<file path="src/pbm_defs.vh">
`ifndef PBM_DEFS_VH
`define PBM_DEFS_VH

// Register indices
`define PBM_IDX_CTRL 5'h00
`define PBM_IDX_STAT 5'h01
`define PBM_IDX_IDHI 5'h02
`define PBM_IDX_IDLO 5'h03
`define PBM_IDX_ADV 5'h04
`define PBM_IDX_LPA 5'h05
`define PBM_IDX_EXP 5'h06
`define PBM_IDX_MODE 5'h11
`define PBM_IDX_SPEC 5'h12
`define PBM_IDX_SYMERR 5'h1A
`define PBM_IDX_CSI 5'h1B
`define PBM_IDX_ISRC 5'h1D
`define PBM_IDX_IMSK 5'h1E
`define PBM_IDX_PSCS 5'h1F

// Control register fields
`define PBM_CTRL_SRST 15
`define PBM_CTRL_LOOP 14
`define PBM_CTRL_SPEED 13
`define PBM_CTRL_ANEN 12
`define PBM_CTRL_PDOWN 11
`define PBM_CTRL_ISO 10
`define PBM_CTRL_ANRST 9
`define PBM_CTRL_DUPLEX 8
`define PBM_CTRL_COLTEST 7

// Status register fields
`define PBM_STAT_ABILITY 5'h0F
`define PBM_STAT_ANDONE 5
`define PBM_STAT_RFAULT 4
`define PBM_STAT_ANABLE 3
`define PBM_STAT_LINK 2
`define PBM_STAT_JABBER 1
`define PBM_STAT_EXTCAP 0

// Identifier reset value, arbitrary
`define PBM_IDHI_RST 16'h5A3C

// Management frame layout, bit counts after the preamble
`define PBM_PRE_LEN 6'h20
`define PBM_BIT_OP_END 5'h03
`define PBM_BIT_HDR_END 5'h0D
`define PBM_BIT_TA1 5'h0E
`define PBM_BIT_LAST 5'h1F
`define PBM_OP_READ 2'h2
`define PBM_OP_WRITE 2'h1

// Soft reset duration, 100 ns of the 5 ns core clock
`define PBM_SRST_CYC 5'h14

// Cycle at which synchronised straps are caught after reset release
`define PBM_STRAP_CYC 2'h2

`endif

</file>
<file path="src/pbm_mgmt_regs.v">
`timescale 1ns/1ps
`include "pbm_defs.vh"

module pbm_mgmt_regs (
    // Clock and reset
    input wire core_clk,
    input wire reset_n,
    // Serial management pins
    input wire mdc,
    input wire mdioIn,
    output reg mdioOut,
    output reg mdioOe,
    // Configuration straps
    input wire [4:0] phyAddrStrap,
    input wire speedStrap,
    input wire anEnableStrap,
    input wire duplexStrap,
    // Live conditions from the transceiver core
    input wire anComplete,
    input wire remoteFault,
    input wire linkUp,
    input wire jabber,
    // Controls to the transceiver core
    output reg softReset,
    output reg loopbackEn,
    output reg anEnable,
    output reg anRestart,
    output reg forcedSpeed100,
    output reg forcedFullDuplex,
    output reg powerDown,
    output reg isolate,
    output reg collisionTest
);

    localparam ST_IDLE = 4'b0001;
    localparam ST_HDR = 4'b0010;
    localparam ST_TURN = 4'b0100;
    localparam ST_DATA = 4'b1000;

    // Synchronisers
    reg mdcS1_r, mdcS2_r, mdcS3_r;
    reg mdioS1_r, mdioS2_r;
    reg [7:0] strapS1_r, strapS2_r;
    reg [1:0] strapCnt_r;
    reg [4:0] phyAddr_r;

    // Frame engine
    reg [3:0] state_r;
    reg [5:0] preCnt_r;
    reg [4:0] bitCnt_r;
    reg [13:0] hdr_r;
    reg [15:0] shift_r;
    reg [15:0] rdData_r;
    reg active_r;

    // Register state
    reg loop_r, speed_r, anEn_r, pdown_r, iso_r, anRst_r, duplex_r, col_r;
    reg [15:0] idHi_r;
    reg [15:0] store_r [0:31];
    reg rfLat_r, linkLat_r, jabLat_r;
    reg [4:0] srstCnt_r;

    // Clock rise and data bit pass equal-depth synchronisers, so they align
    wire mdcRise = mdcS2_r & ~mdcS3_r;
    wire bitIn = mdioS2_r;
    wire [13:0] hdrNow = {hdr_r[12:0], bitIn};
    wire [1:0] opNow = hdrNow[11:10];
    wire [4:0] padNow = hdrNow[9:5];
    wire [4:0] regNow = hdrNow[4:0];
    wire [4:0] wrIdx = hdr_r[4:0];
    wire [15:0] wrData = {shift_r[14:0], bitIn};
    wire srstBusy = (srstCnt_r != 5'h00);

    // Read of the status register at the end of the header; write hit at the last data bit
    wire hdrEnd = mdcRise && state_r == ST_HDR &&
        bitCnt_r == `PBM_BIT_HDR_END;
    wire rdHit = hdrEnd && opNow == `PBM_OP_READ && padNow == phyAddr_r;
    wire stsRd = rdHit && regNow == `PBM_IDX_STAT;
    wire wrHit = mdcRise && state_r == ST_DATA && active_r &&
        bitCnt_r == `PBM_BIT_LAST && hdr_r[11:10] == `PBM_OP_WRITE;

    wire [15:0] ctrlWord = {srstBusy, loop_r, speed_r, anEn_r, pdown_r,
        iso_r, anRst_r, duplex_r, col_r, 7'h00};
    wire [15:0] statWord = {1'b0, 4'hF, 5'h00, anComplete, rfLat_r, 1'b1,
        linkLat_r, jabLat_r, 1'b1};

    function mapped;
        input [4:0] idx;
        begin
            case (idx)
                `PBM_IDX_IDLO, `PBM_IDX_ADV, `PBM_IDX_LPA, `PBM_IDX_EXP,
                `PBM_IDX_MODE, `PBM_IDX_SPEC, `PBM_IDX_SYMERR,
                `PBM_IDX_CSI, `PBM_IDX_ISRC, `PBM_IDX_IMSK,
                `PBM_IDX_PSCS: mapped = 1'b1;
                default: mapped = 1'b0;
            endcase
        end
    endfunction

    // Read word taken at the last header bit, before any latch clears
    reg [15:0] rdMux;
    always @* begin
        case (regNow)
            `PBM_IDX_CTRL: rdMux = ctrlWord;
            `PBM_IDX_STAT: rdMux = statWord;
            `PBM_IDX_IDHI: rdMux = idHi_r;
            default: rdMux = mapped(regNow) ? store_r[regNow] : 16'h0000;
        endcase
    end

    // Pin and strap synchronisers
    always @(posedge core_clk or negedge reset_n) begin
        if (!reset_n) begin
            mdcS1_r <= 1'b0;
            mdcS2_r <= 1'b0;
            mdcS3_r <= 1'b0;
            mdioS1_r <= 1'b1;
            mdioS2_r <= 1'b1;
            strapS1_r <= 8'h00;
            strapS2_r <= 8'h00;
        end else begin
            mdcS1_r <= mdc;
            mdcS2_r <= mdcS1_r;
            mdcS3_r <= mdcS2_r;
            mdioS1_r <= mdioIn;
            mdioS2_r <= mdioS1_r;
            strapS1_r <= {phyAddrStrap, speedStrap, anEnableStrap,
                duplexStrap};
            strapS2_r <= strapS1_r;
        end
    end

    // Frame engine
    always @(posedge core_clk or negedge reset_n) begin
        if (!reset_n) begin
            state_r <= ST_IDLE;
            preCnt_r <= 6'h00;
            bitCnt_r <= 5'h00;
            hdr_r <= 14'h0000;
            shift_r <= 16'h0000;
            rdData_r <= 16'h0000;
            active_r <= 1'b0;
            mdioOut <= 1'b1;
            mdioOe <= 1'b0;
        end else if (mdcRise) begin
            case (state_r)
                ST_IDLE: begin
                    mdioOe <= 1'b0;
                    if (bitIn) begin
                        if (preCnt_r != `PBM_PRE_LEN) begin
                            preCnt_r <= preCnt_r + 6'h01;
                        end
                    end else begin
                        if (preCnt_r == `PBM_PRE_LEN) begin
                            state_r <= ST_HDR;
                            bitCnt_r <= 5'h01;
                            hdr_r <= 14'h0000;
                        end
                        preCnt_r <= 6'h00;
                    end
                end
                ST_HDR: begin
                    hdr_r <= hdrNow;
                    bitCnt_r <= bitCnt_r + 5'h01;
                    if (bitCnt_r == 5'h01 && !bitIn) begin
                        state_r <= ST_IDLE;
                    end else if (bitCnt_r == `PBM_BIT_OP_END &&
                        hdrNow[1:0] != `PBM_OP_READ &&
                        hdrNow[1:0] != `PBM_OP_WRITE) begin
                        state_r <= ST_IDLE;
                    end else if (bitCnt_r == `PBM_BIT_HDR_END) begin
                        state_r <= ST_TURN;
                        active_r <= (padNow == phyAddr_r);
                        rdData_r <= rdMux;
                    end
                end
                ST_TURN: begin
                    // First turnaround bit drives zero, second the data MSB
                    bitCnt_r <= bitCnt_r + 5'h01;
                    if (bitCnt_r == `PBM_BIT_TA1) begin
                        if (active_r && hdr_r[11:10] == `PBM_OP_READ) begin
                            mdioOe <= 1'b1;
                            mdioOut <= 1'b0;
                        end
                    end else begin
                        state_r <= ST_DATA;
                        mdioOut <= rdData_r[15];
                        rdData_r <= {rdData_r[14:0], 1'b0};
                    end
                end
                ST_DATA: begin
                    shift_r <= wrData;
                    bitCnt_r <= bitCnt_r + 5'h01;
                    mdioOut <= rdData_r[15];
                    rdData_r <= {rdData_r[14:0], 1'b0};
                    if (bitCnt_r == `PBM_BIT_LAST) begin
                        state_r <= ST_IDLE;
                        mdioOe <= 1'b0;
                        mdioOut <= 1'b1;
                        active_r <= 1'b0;
                    end
                end
                default: begin
                    state_r <= ST_IDLE;
                    mdioOe <= 1'b0;
                end
            endcase
        end
    end

    // Status latches; a new event wins over the clear of a read
    always @(posedge core_clk or negedge reset_n) begin
        if (!reset_n) begin
            rfLat_r <= 1'b0;
            jabLat_r <= 1'b0;
            linkLat_r <= 1'b0;
        end else begin
            rfLat_r <= remoteFault | (rfLat_r & ~stsRd);
            jabLat_r <= jabber | (jabLat_r & ~stsRd);
            linkLat_r <= linkUp & (linkLat_r | stsRd);
        end
    end

    // Registers, straps and soft reset
    integer i;
    always @(posedge core_clk or negedge reset_n) begin
        if (!reset_n) begin
            strapCnt_r <= 2'h0;
            phyAddr_r <= 5'h00;
            loop_r <= 1'b0;
            speed_r <= 1'b0;
            anEn_r <= 1'b0;
            pdown_r <= 1'b0;
            iso_r <= 1'b0;
            anRst_r <= 1'b0;
            duplex_r <= 1'b0;
            col_r <= 1'b0;
            idHi_r <= `PBM_IDHI_RST;
            srstCnt_r <= 5'h00;
            for (i = 0; i < 32; i = i + 1) begin
                store_r[i] <= 16'h0000;
            end
        end else begin
            anRst_r <= 1'b0;
            if (strapCnt_r != 2'h3) begin
                strapCnt_r <= strapCnt_r + 2'h1;
            end
            if (strapCnt_r == `PBM_STRAP_CYC) begin
                phyAddr_r <= strapS2_r[7:3];
                speed_r <= strapS2_r[2];
                anEn_r <= strapS2_r[1];
                duplex_r <= strapS2_r[0];
            end
            if (srstBusy) begin
                srstCnt_r <= srstCnt_r - 5'h01;
            end
            if (wrHit) begin
                case (wrIdx)
                    `PBM_IDX_CTRL: begin
                        if (wrData[`PBM_CTRL_SRST]) begin
                            // Config bits kept, straps not resampled
                            srstCnt_r <= `PBM_SRST_CYC;
                            loop_r <= 1'b0;
                            pdown_r <= 1'b0;
                            iso_r <= 1'b0;
                            col_r <= 1'b0;
                        end else begin
                            loop_r <= wrData[`PBM_CTRL_LOOP];
                            speed_r <= wrData[`PBM_CTRL_SPEED];
                            anEn_r <= wrData[`PBM_CTRL_ANEN];
                            pdown_r <= wrData[`PBM_CTRL_PDOWN];
                            iso_r <= wrData[`PBM_CTRL_ISO];
                            anRst_r <= wrData[`PBM_CTRL_ANRST];
                            duplex_r <= wrData[`PBM_CTRL_DUPLEX];
                            col_r <= wrData[`PBM_CTRL_COLTEST];
                        end
                    end
                    `PBM_IDX_IDHI: idHi_r <= wrData;
                    default: begin
                        if (mapped(wrIdx)) begin
                            store_r[wrIdx] <= wrData;
                        end
                    end
                endcase
            end
        end
    end

    // Control outputs
    always @(posedge core_clk or negedge reset_n) begin
        if (!reset_n) begin
            softReset <= 1'b0;
            loopbackEn <= 1'b0;
            anEnable <= 1'b0;
            anRestart <= 1'b0;
            forcedSpeed100 <= 1'b0;
            forcedFullDuplex <= 1'b0;
            powerDown <= 1'b0;
            isolate <= 1'b0;
            collisionTest <= 1'b0;
        end else begin
            softReset <= srstBusy;
            loopbackEn <= loop_r;
            anEnable <= anEn_r;
            anRestart <= anRst_r;
            // Forced speed and duplex are masked while negotiation runs
            forcedSpeed100 <= speed_r & ~anEn_r;
            forcedFullDuplex <= duplex_r & ~anEn_r;
            powerDown <= pdown_r;
            isolate <= iso_r;
            collisionTest <= col_r;
        end
    end

endmodule // pbm_mgmt_regs

</file>
<file path="config.mk">
export PLATFORM = sky130hd
export DESIGN_NAME = pbm_mgmt_regs
export DESIGN_NICKNAME = d
export VERILOG_FILES = /design/src/pbm_mgmt_regs.v
export VERILOG_INCLUDE_DIRS = /design/src
export SDC_FILE = /design/constraint.sdc
export NUM_CORES = 1
export LEC_CHECK = 0
export BUFFER_PORTS_ARGS = -buffer_cell sky130_fd_sc_hd__buf_2
export CAP_MARGIN = 30
export CORE_MARGIN = 10
export CORE_UTILIZATION = 55
export DETAILED_ROUTE_END_ITERATION = 10
export PLACE_DENSITY_LB_ADDON = 0.08
export SYNTH_ARGS = -nofsm -noshare
export SYNTH_HDL_FRONTEND = slang
export SYNTH_SLANG_ARGS = --single-unit
export TNS_END_PERCENT = 20
</file>
<file path="constraint.sdc">
create_clock -name core_clk -period 3.1 [get_ports core_clk]
set_input_delay 0.31 -clock core_clk [delete_from_list [all_inputs] [get_ports core_clk]]
set_output_delay 0.31 -clock core_clk [all_outputs]
set_load 0.01 [all_outputs]
</file>
==> results.txt <==
----------------------------------------------------
[Synth]
  Syn Std Cell Area ... roughly 19000 um^2
  Share of async-settable or async-resettable flops after synthesis ... between 90% and 100%
  Net count after synthesis ... 1455
  Leading post-synthesis cells by cell area ... sky130_fd_sc_hd__dfrtp_1, sky130_fd_sc_hd__mux2_2, sky130_fd_sc_hd__mux4_2
  Count of flip-flops with a built-in enable after synthesis ... 0
  Cell taking the most area after synthesis ... sky130_fd_sc_hd__dfrtp_1
  Flip-flop and latch count after synthesis ... 430
  Number of distinct standard cells referenced by the synthesized netlist ... 70
  Yosys top cell area share ... about 54%
  Sequential share of the synthesized area ... approximately 56%
  Synth warnings ... 0
  Mapped Cells ... around 1400
  Average instance area after synthesis ... about 14 um^2
  Most used flip-flop cell after synthesis ... sky130_fd_sc_hd__dfrtp_1

[Clock network]
  Clock transition time at the flip-flop clock pins of the worst setup and hold paths ... ~60 ps
  Root Buffer ... sky130_fd_sc_hd__clkbuf_16
  Clock Tree Buf Depth ... 3
  TritonCTS clock tree ... done
  Number of buffers inserted during clock tree synthesis ... 46
  CTS HTree Levels ... 2
  Clk_lat worst skew ... about 570 ps
  Post-CTS Repair Setup Buffers ... 0
  CTS sink cnt ... 430

[Power]
  Switching share of power ... roughly 28%
  Portion of total power attributed to the clock network ... between 40% and 50%
  Worst vdd rail ir drop ... between 400 and 500 uV
  Int Power ... around 9.7 mW
  Net load switching power ... ~3.7 mW
  Static leakage power ... ~10 nW
  Combinational share of power ... approximately 16%
  Part of the power in registers ... a little over two fifths
  Pwr/cell area ... 614.4 nW/um^2

[Layout]
  Area added between synthesis and finish ... 12.65%
  Multi-input combinational cell area ... a little under 8000 um^2
  Number of antenna repair diodes ... 0
  # fillers ... 2636
  Share of cells above drive strength 1 ... approximately 40%
  Area used by sequential logic in the layout ... between 10000 and 15000 um^2
  Nets ... 1457

[Routing]
  Detail-routed via count per cell ... approximately 6
  Number of optimization iterations in the first detailed-route pass ... 7
  Routed Antenna Nets ... 0
  Wirelength per Cell ... roughly 23 um
  Number of DRC markers in iteration 0 ... 800
  DRC violation count after routing ... 0
  DRT Wirelength ... ~44000 um
  Via Count ... 11396

[STA]
  Worst slew slack as a fraction of its limit ... 35.87%
  Setup repair after global routing missed its margin ... false
  Worst clock skew ... about 12 ps
  Final setup violation count ... 0
  Slew of the pin with the lowest slew margin ... approximately 960 ps
  Portion of the clock cycle consumed by the worst path in the final layout ... 92.68%
  Hold Vio Cnt, Final ... 0
  FMAX ... approximately 0.35 GHz
  Fin. max-slew vios ... 0
  Worst hold margin ... around 200 ps
  Post-route setup TNS ... 0 ps
  Final period demand of the worst path ... between 2000 and 3000 ps

[Setup path]
  Cell breakdown of the critical path ... or4b_1 -> nor3_4 -> o2111ai_1 -> nor2_2 -> buf_12 -> mux2_2
  Stage delay of the slowest cell on the critical path ... roughly 690 ps
  Required arrival time at the worst endpoint ... between 3000 and 4000 ps
  Arrival time at the worst endpoint ... 3320 ps
  Type of the worst setup path ... reg2reg
  Worst flop-to-flop path endpoint ... store_r[432]$_DFFE_PN0P_
  Endpoint type of the worst setup path ... flip-flop
  Critical path startpoint category ... flip-flop
  Launch point of the worst reg-to-reg path ... state_r[1]$_DFFE_PN0P_
  Number of cell instances on the worst register-to-register path ... 6
  Crit-path max FO ... 16
  Worst reg2reg setup slack ... 230 ps
  Cell at the slowest stage of the critical path ... sky130_fd_sc_hd__or4b_1

[Min path]
  Min-Delay Endpoint ... rdData_r[5]$_DFFE_PN0P_
  Hold wc startpoint ... anComplete
  Min-delay worst type ... in2reg
  Worst hold stages ... 3

[Floorplanning]
  Starting Density ... 55.87%
  Core box area ... roughly 35000 um^2
  Die Footprint ... about 43000 um^2
  Die span in x ... 207.3 um
  Die H ... just over 200 um
  Row count ... 68
  Count of pins on the block boundary ... 27

[Global routing]
  Initial antenna violation count ... 0
  Via count of the first global-routing pass ... ~12000
  Wire length of the first global-routing pass ... between 70000 and 80000 um
  Largest net degree at the start of global routing ... roughly 90
  Grt ovf ... 0
  Total GRT Usage ... between 20 and 25%

[Place]
  Last weighted congestion value of the routability-driven placer ... 0.8519
  Count of input and output buffers ... 26
  HPWL reported at the end of detailed placement ... ~29000 um

[Status]
  Status ... complete, no violations

[Job]
  Number of max-cap violations ... 0

----------------------------------------------------
==> final cells by class <==
cell class / instances / area share, %
Sequential cell: 430 / 49.60
Timing Repair Buffer: 108 / 4.604
Clock buffer: 78 / 6.676
Inverter: 17 / 0.2935
Multi-Input combinational cell: 819 / 35.93
Clock inverter: 5 / 0.2820
Tap cell: 455 / 2.619
==> metal layers <==
metal,track usage [%],part of all wire [%],wire length [um],vias up
met1,28.40,46,20200,5976
met2,32.90,47,21040,208
met5,0,0,0,-
met3,4.046,4.5,1997,62
li1,-,-,-,5150
met4,5.820,2.4,1068,0
==> worst max path at each step <==
stage	startpoint	to	cells past startpoint	slack, ps
2_1_floorplan	hdr_r[0]$_DFFE_PN0P_	store_r[454]$_DFFE_PN0P_	10	50
3_3_place_gp	state_r[1]$_DFFE_PN0P_	store_r[459]$_DFFE_PN0P_	6	290
3_5_place_dp	state_r[1]$_DFFE_PN0P_	store_r[440]$_DFFE_PN0P_	6	250
4_1_cts	state_r[1]$_DFFE_PN0P_	store_r[432]$_DFFE_PN0P_	6	230
5_1_grt	bitIn$_DFF_PN1_	rdData_r[5]$_DFFE_PN0P_	7	80
6_report	state_r[1]$_DFFE_PN0P_	store_r[432]$_DFFE_PN0P_	6	230
==> layout by cell type, fill, tap and decap left out, types with 6 or more instances in the layout <==
master                            n
sky130_fd_sc_hd__dfrtp_1        417
sky130_fd_sc_hd__ha_1            19
sky130_fd_sc_hd__o2111ai_1        6
sky130_fd_sc_hd__nand2_1         53
sky130_fd_sc_hd__o32ai_1          8
sky130_fd_sc_hd__clkbuf_1        14
sky130_fd_sc_hd__a22o_1          13
sky130_fd_sc_hd__a31oi_1          7
sky130_fd_sc_hd__clkbuf_16       46
sky130_fd_sc_hd__mux2_2         311
sky130_fd_sc_hd__xor2_1           8
sky130_fd_sc_hd__mux4_2          57
sky130_fd_sc_hd__dfstp_2         11
sky130_fd_sc_hd__o21ai_0         52
sky130_fd_sc_hd__xnor2_1          7
sky130_fd_sc_hd__a221oi_1         9
sky130_fd_sc_hd__mux2i_1         19
sky130_fd_sc_hd__nor3_1          15
sky130_fd_sc_hd__o31ai_1          7
sky130_fd_sc_hd__dlygate4sd3_1   14
sky130_fd_sc_hd__nor2b_1         15
sky130_fd_sc_hd__nor2_1          39
sky130_fd_sc_hd__clkbuf_8        18
sky130_fd_sc_hd__buf_2           26
sky130_fd_sc_hd__buf_4           50
sky130_fd_sc_hd__a21oi_1         32
sky130_fd_sc_hd__o211ai_1         7
sky130_fd_sc_hd__a211oi_1        18
sky130_fd_sc_hd__nor2_2          15
sky130_fd_sc_hd__inv_1           16
sky130_fd_sc_hd__buf_12          17
sky130_fd_sc_hd__nand3_1         19
sky130_fd_sc_hd__o22ai_1          6
==> worst max-delay path: cells and delay by family, from the launching register on <==
kind	cells	cell delay, ps
compound gates	1	340
buf+inv	1	200
flops	1	440
mux	1	350
simple gates	3	1400
==> synthesized netlist by cell type, drive strengths merged, types with 12 or more instances <==
master	number
a21oi	33
nor3	16
inv	17
dfstp	12
a22o	13
clkbuf	125
mux2i	19
buf	29
ha	19
mux2	312
nor2b	15
dfrtp	418
nor2	54
nand3	19
a211oi	18
o21ai	55
nand2	53
mux4	57
==> state kept, by name, summed over array words and instances, names as in the netlist, 2 cells and up <==
| register | flops |
|---|---|
| bitCnt_r | 5 |
| srstCnt_r | 5 |
| rdData_r | 16 |
| idHi_r | 16 |
| strapS2_r | 8 |
| strapCnt_r | 2 |
| store_r | 300 |
| strapS1_r | 8 |
| preCnt_r | 6 |
| hdr_r | 12 |
| phyAddr_r | 5 |
| shift_r | 15 |
| state_r | 4 |
==> cell families (layout without fill, tap and decap cells) <==
kind of cell	count (synthesis)	count (layout)	share of synthesized area, %
flops	430	430	55.84
simple gates	194	194	5.342
buf+inv	171	208	3.747
xor+xnor	15	15	0.6808
fa+ha+maj	19	19	1.232
compound gates	203	203	7.320
mux	388	388	25.84
==> power groups by stage <==
| stage | clock network, mW | registers, mW | logic [mW] |
|---|---|---|---|
| after floorplan | 0 | 5.88 | 1.27 |
| after global placement | 0 | 5.90 | 2.08 |
| after detailed placement | 0 | 5.91 | 2.10 |
| after CTS | 5.55 | 5.81 | 2.12 |
| after global routing | 5.81 | 5.81 | 2.29 |
| final | 5.43 | 5.81 | 2.12 |
==> timing repair <==
| item | 4_1_cts | 5_1_grt |
|---|---|---|
| endpoints found under the hold margin | 92 | 0 |
| gates resized for setup | 0 | 0 |
| hold buffers | 14 | 0 |
==> per-stage QoR <==
step	cell area [um^2]	setup WS [ps]	utilization (%)	power, mW	std cells
after floorplan	19300	52.50	-	7.152	1420
after global placement	20080	289.7	58.14	7.979	1814
after detailed placement	20090	248.7	58.15	8.002	1815
after CTS	21740	229.1	62.93	13.47	1912
after global routing	21740	83.38	62.93	13.92	1912
final	21740	227.0	62.93	13.36	1912
Note: power is estimated with default switching activity, not from simulation.
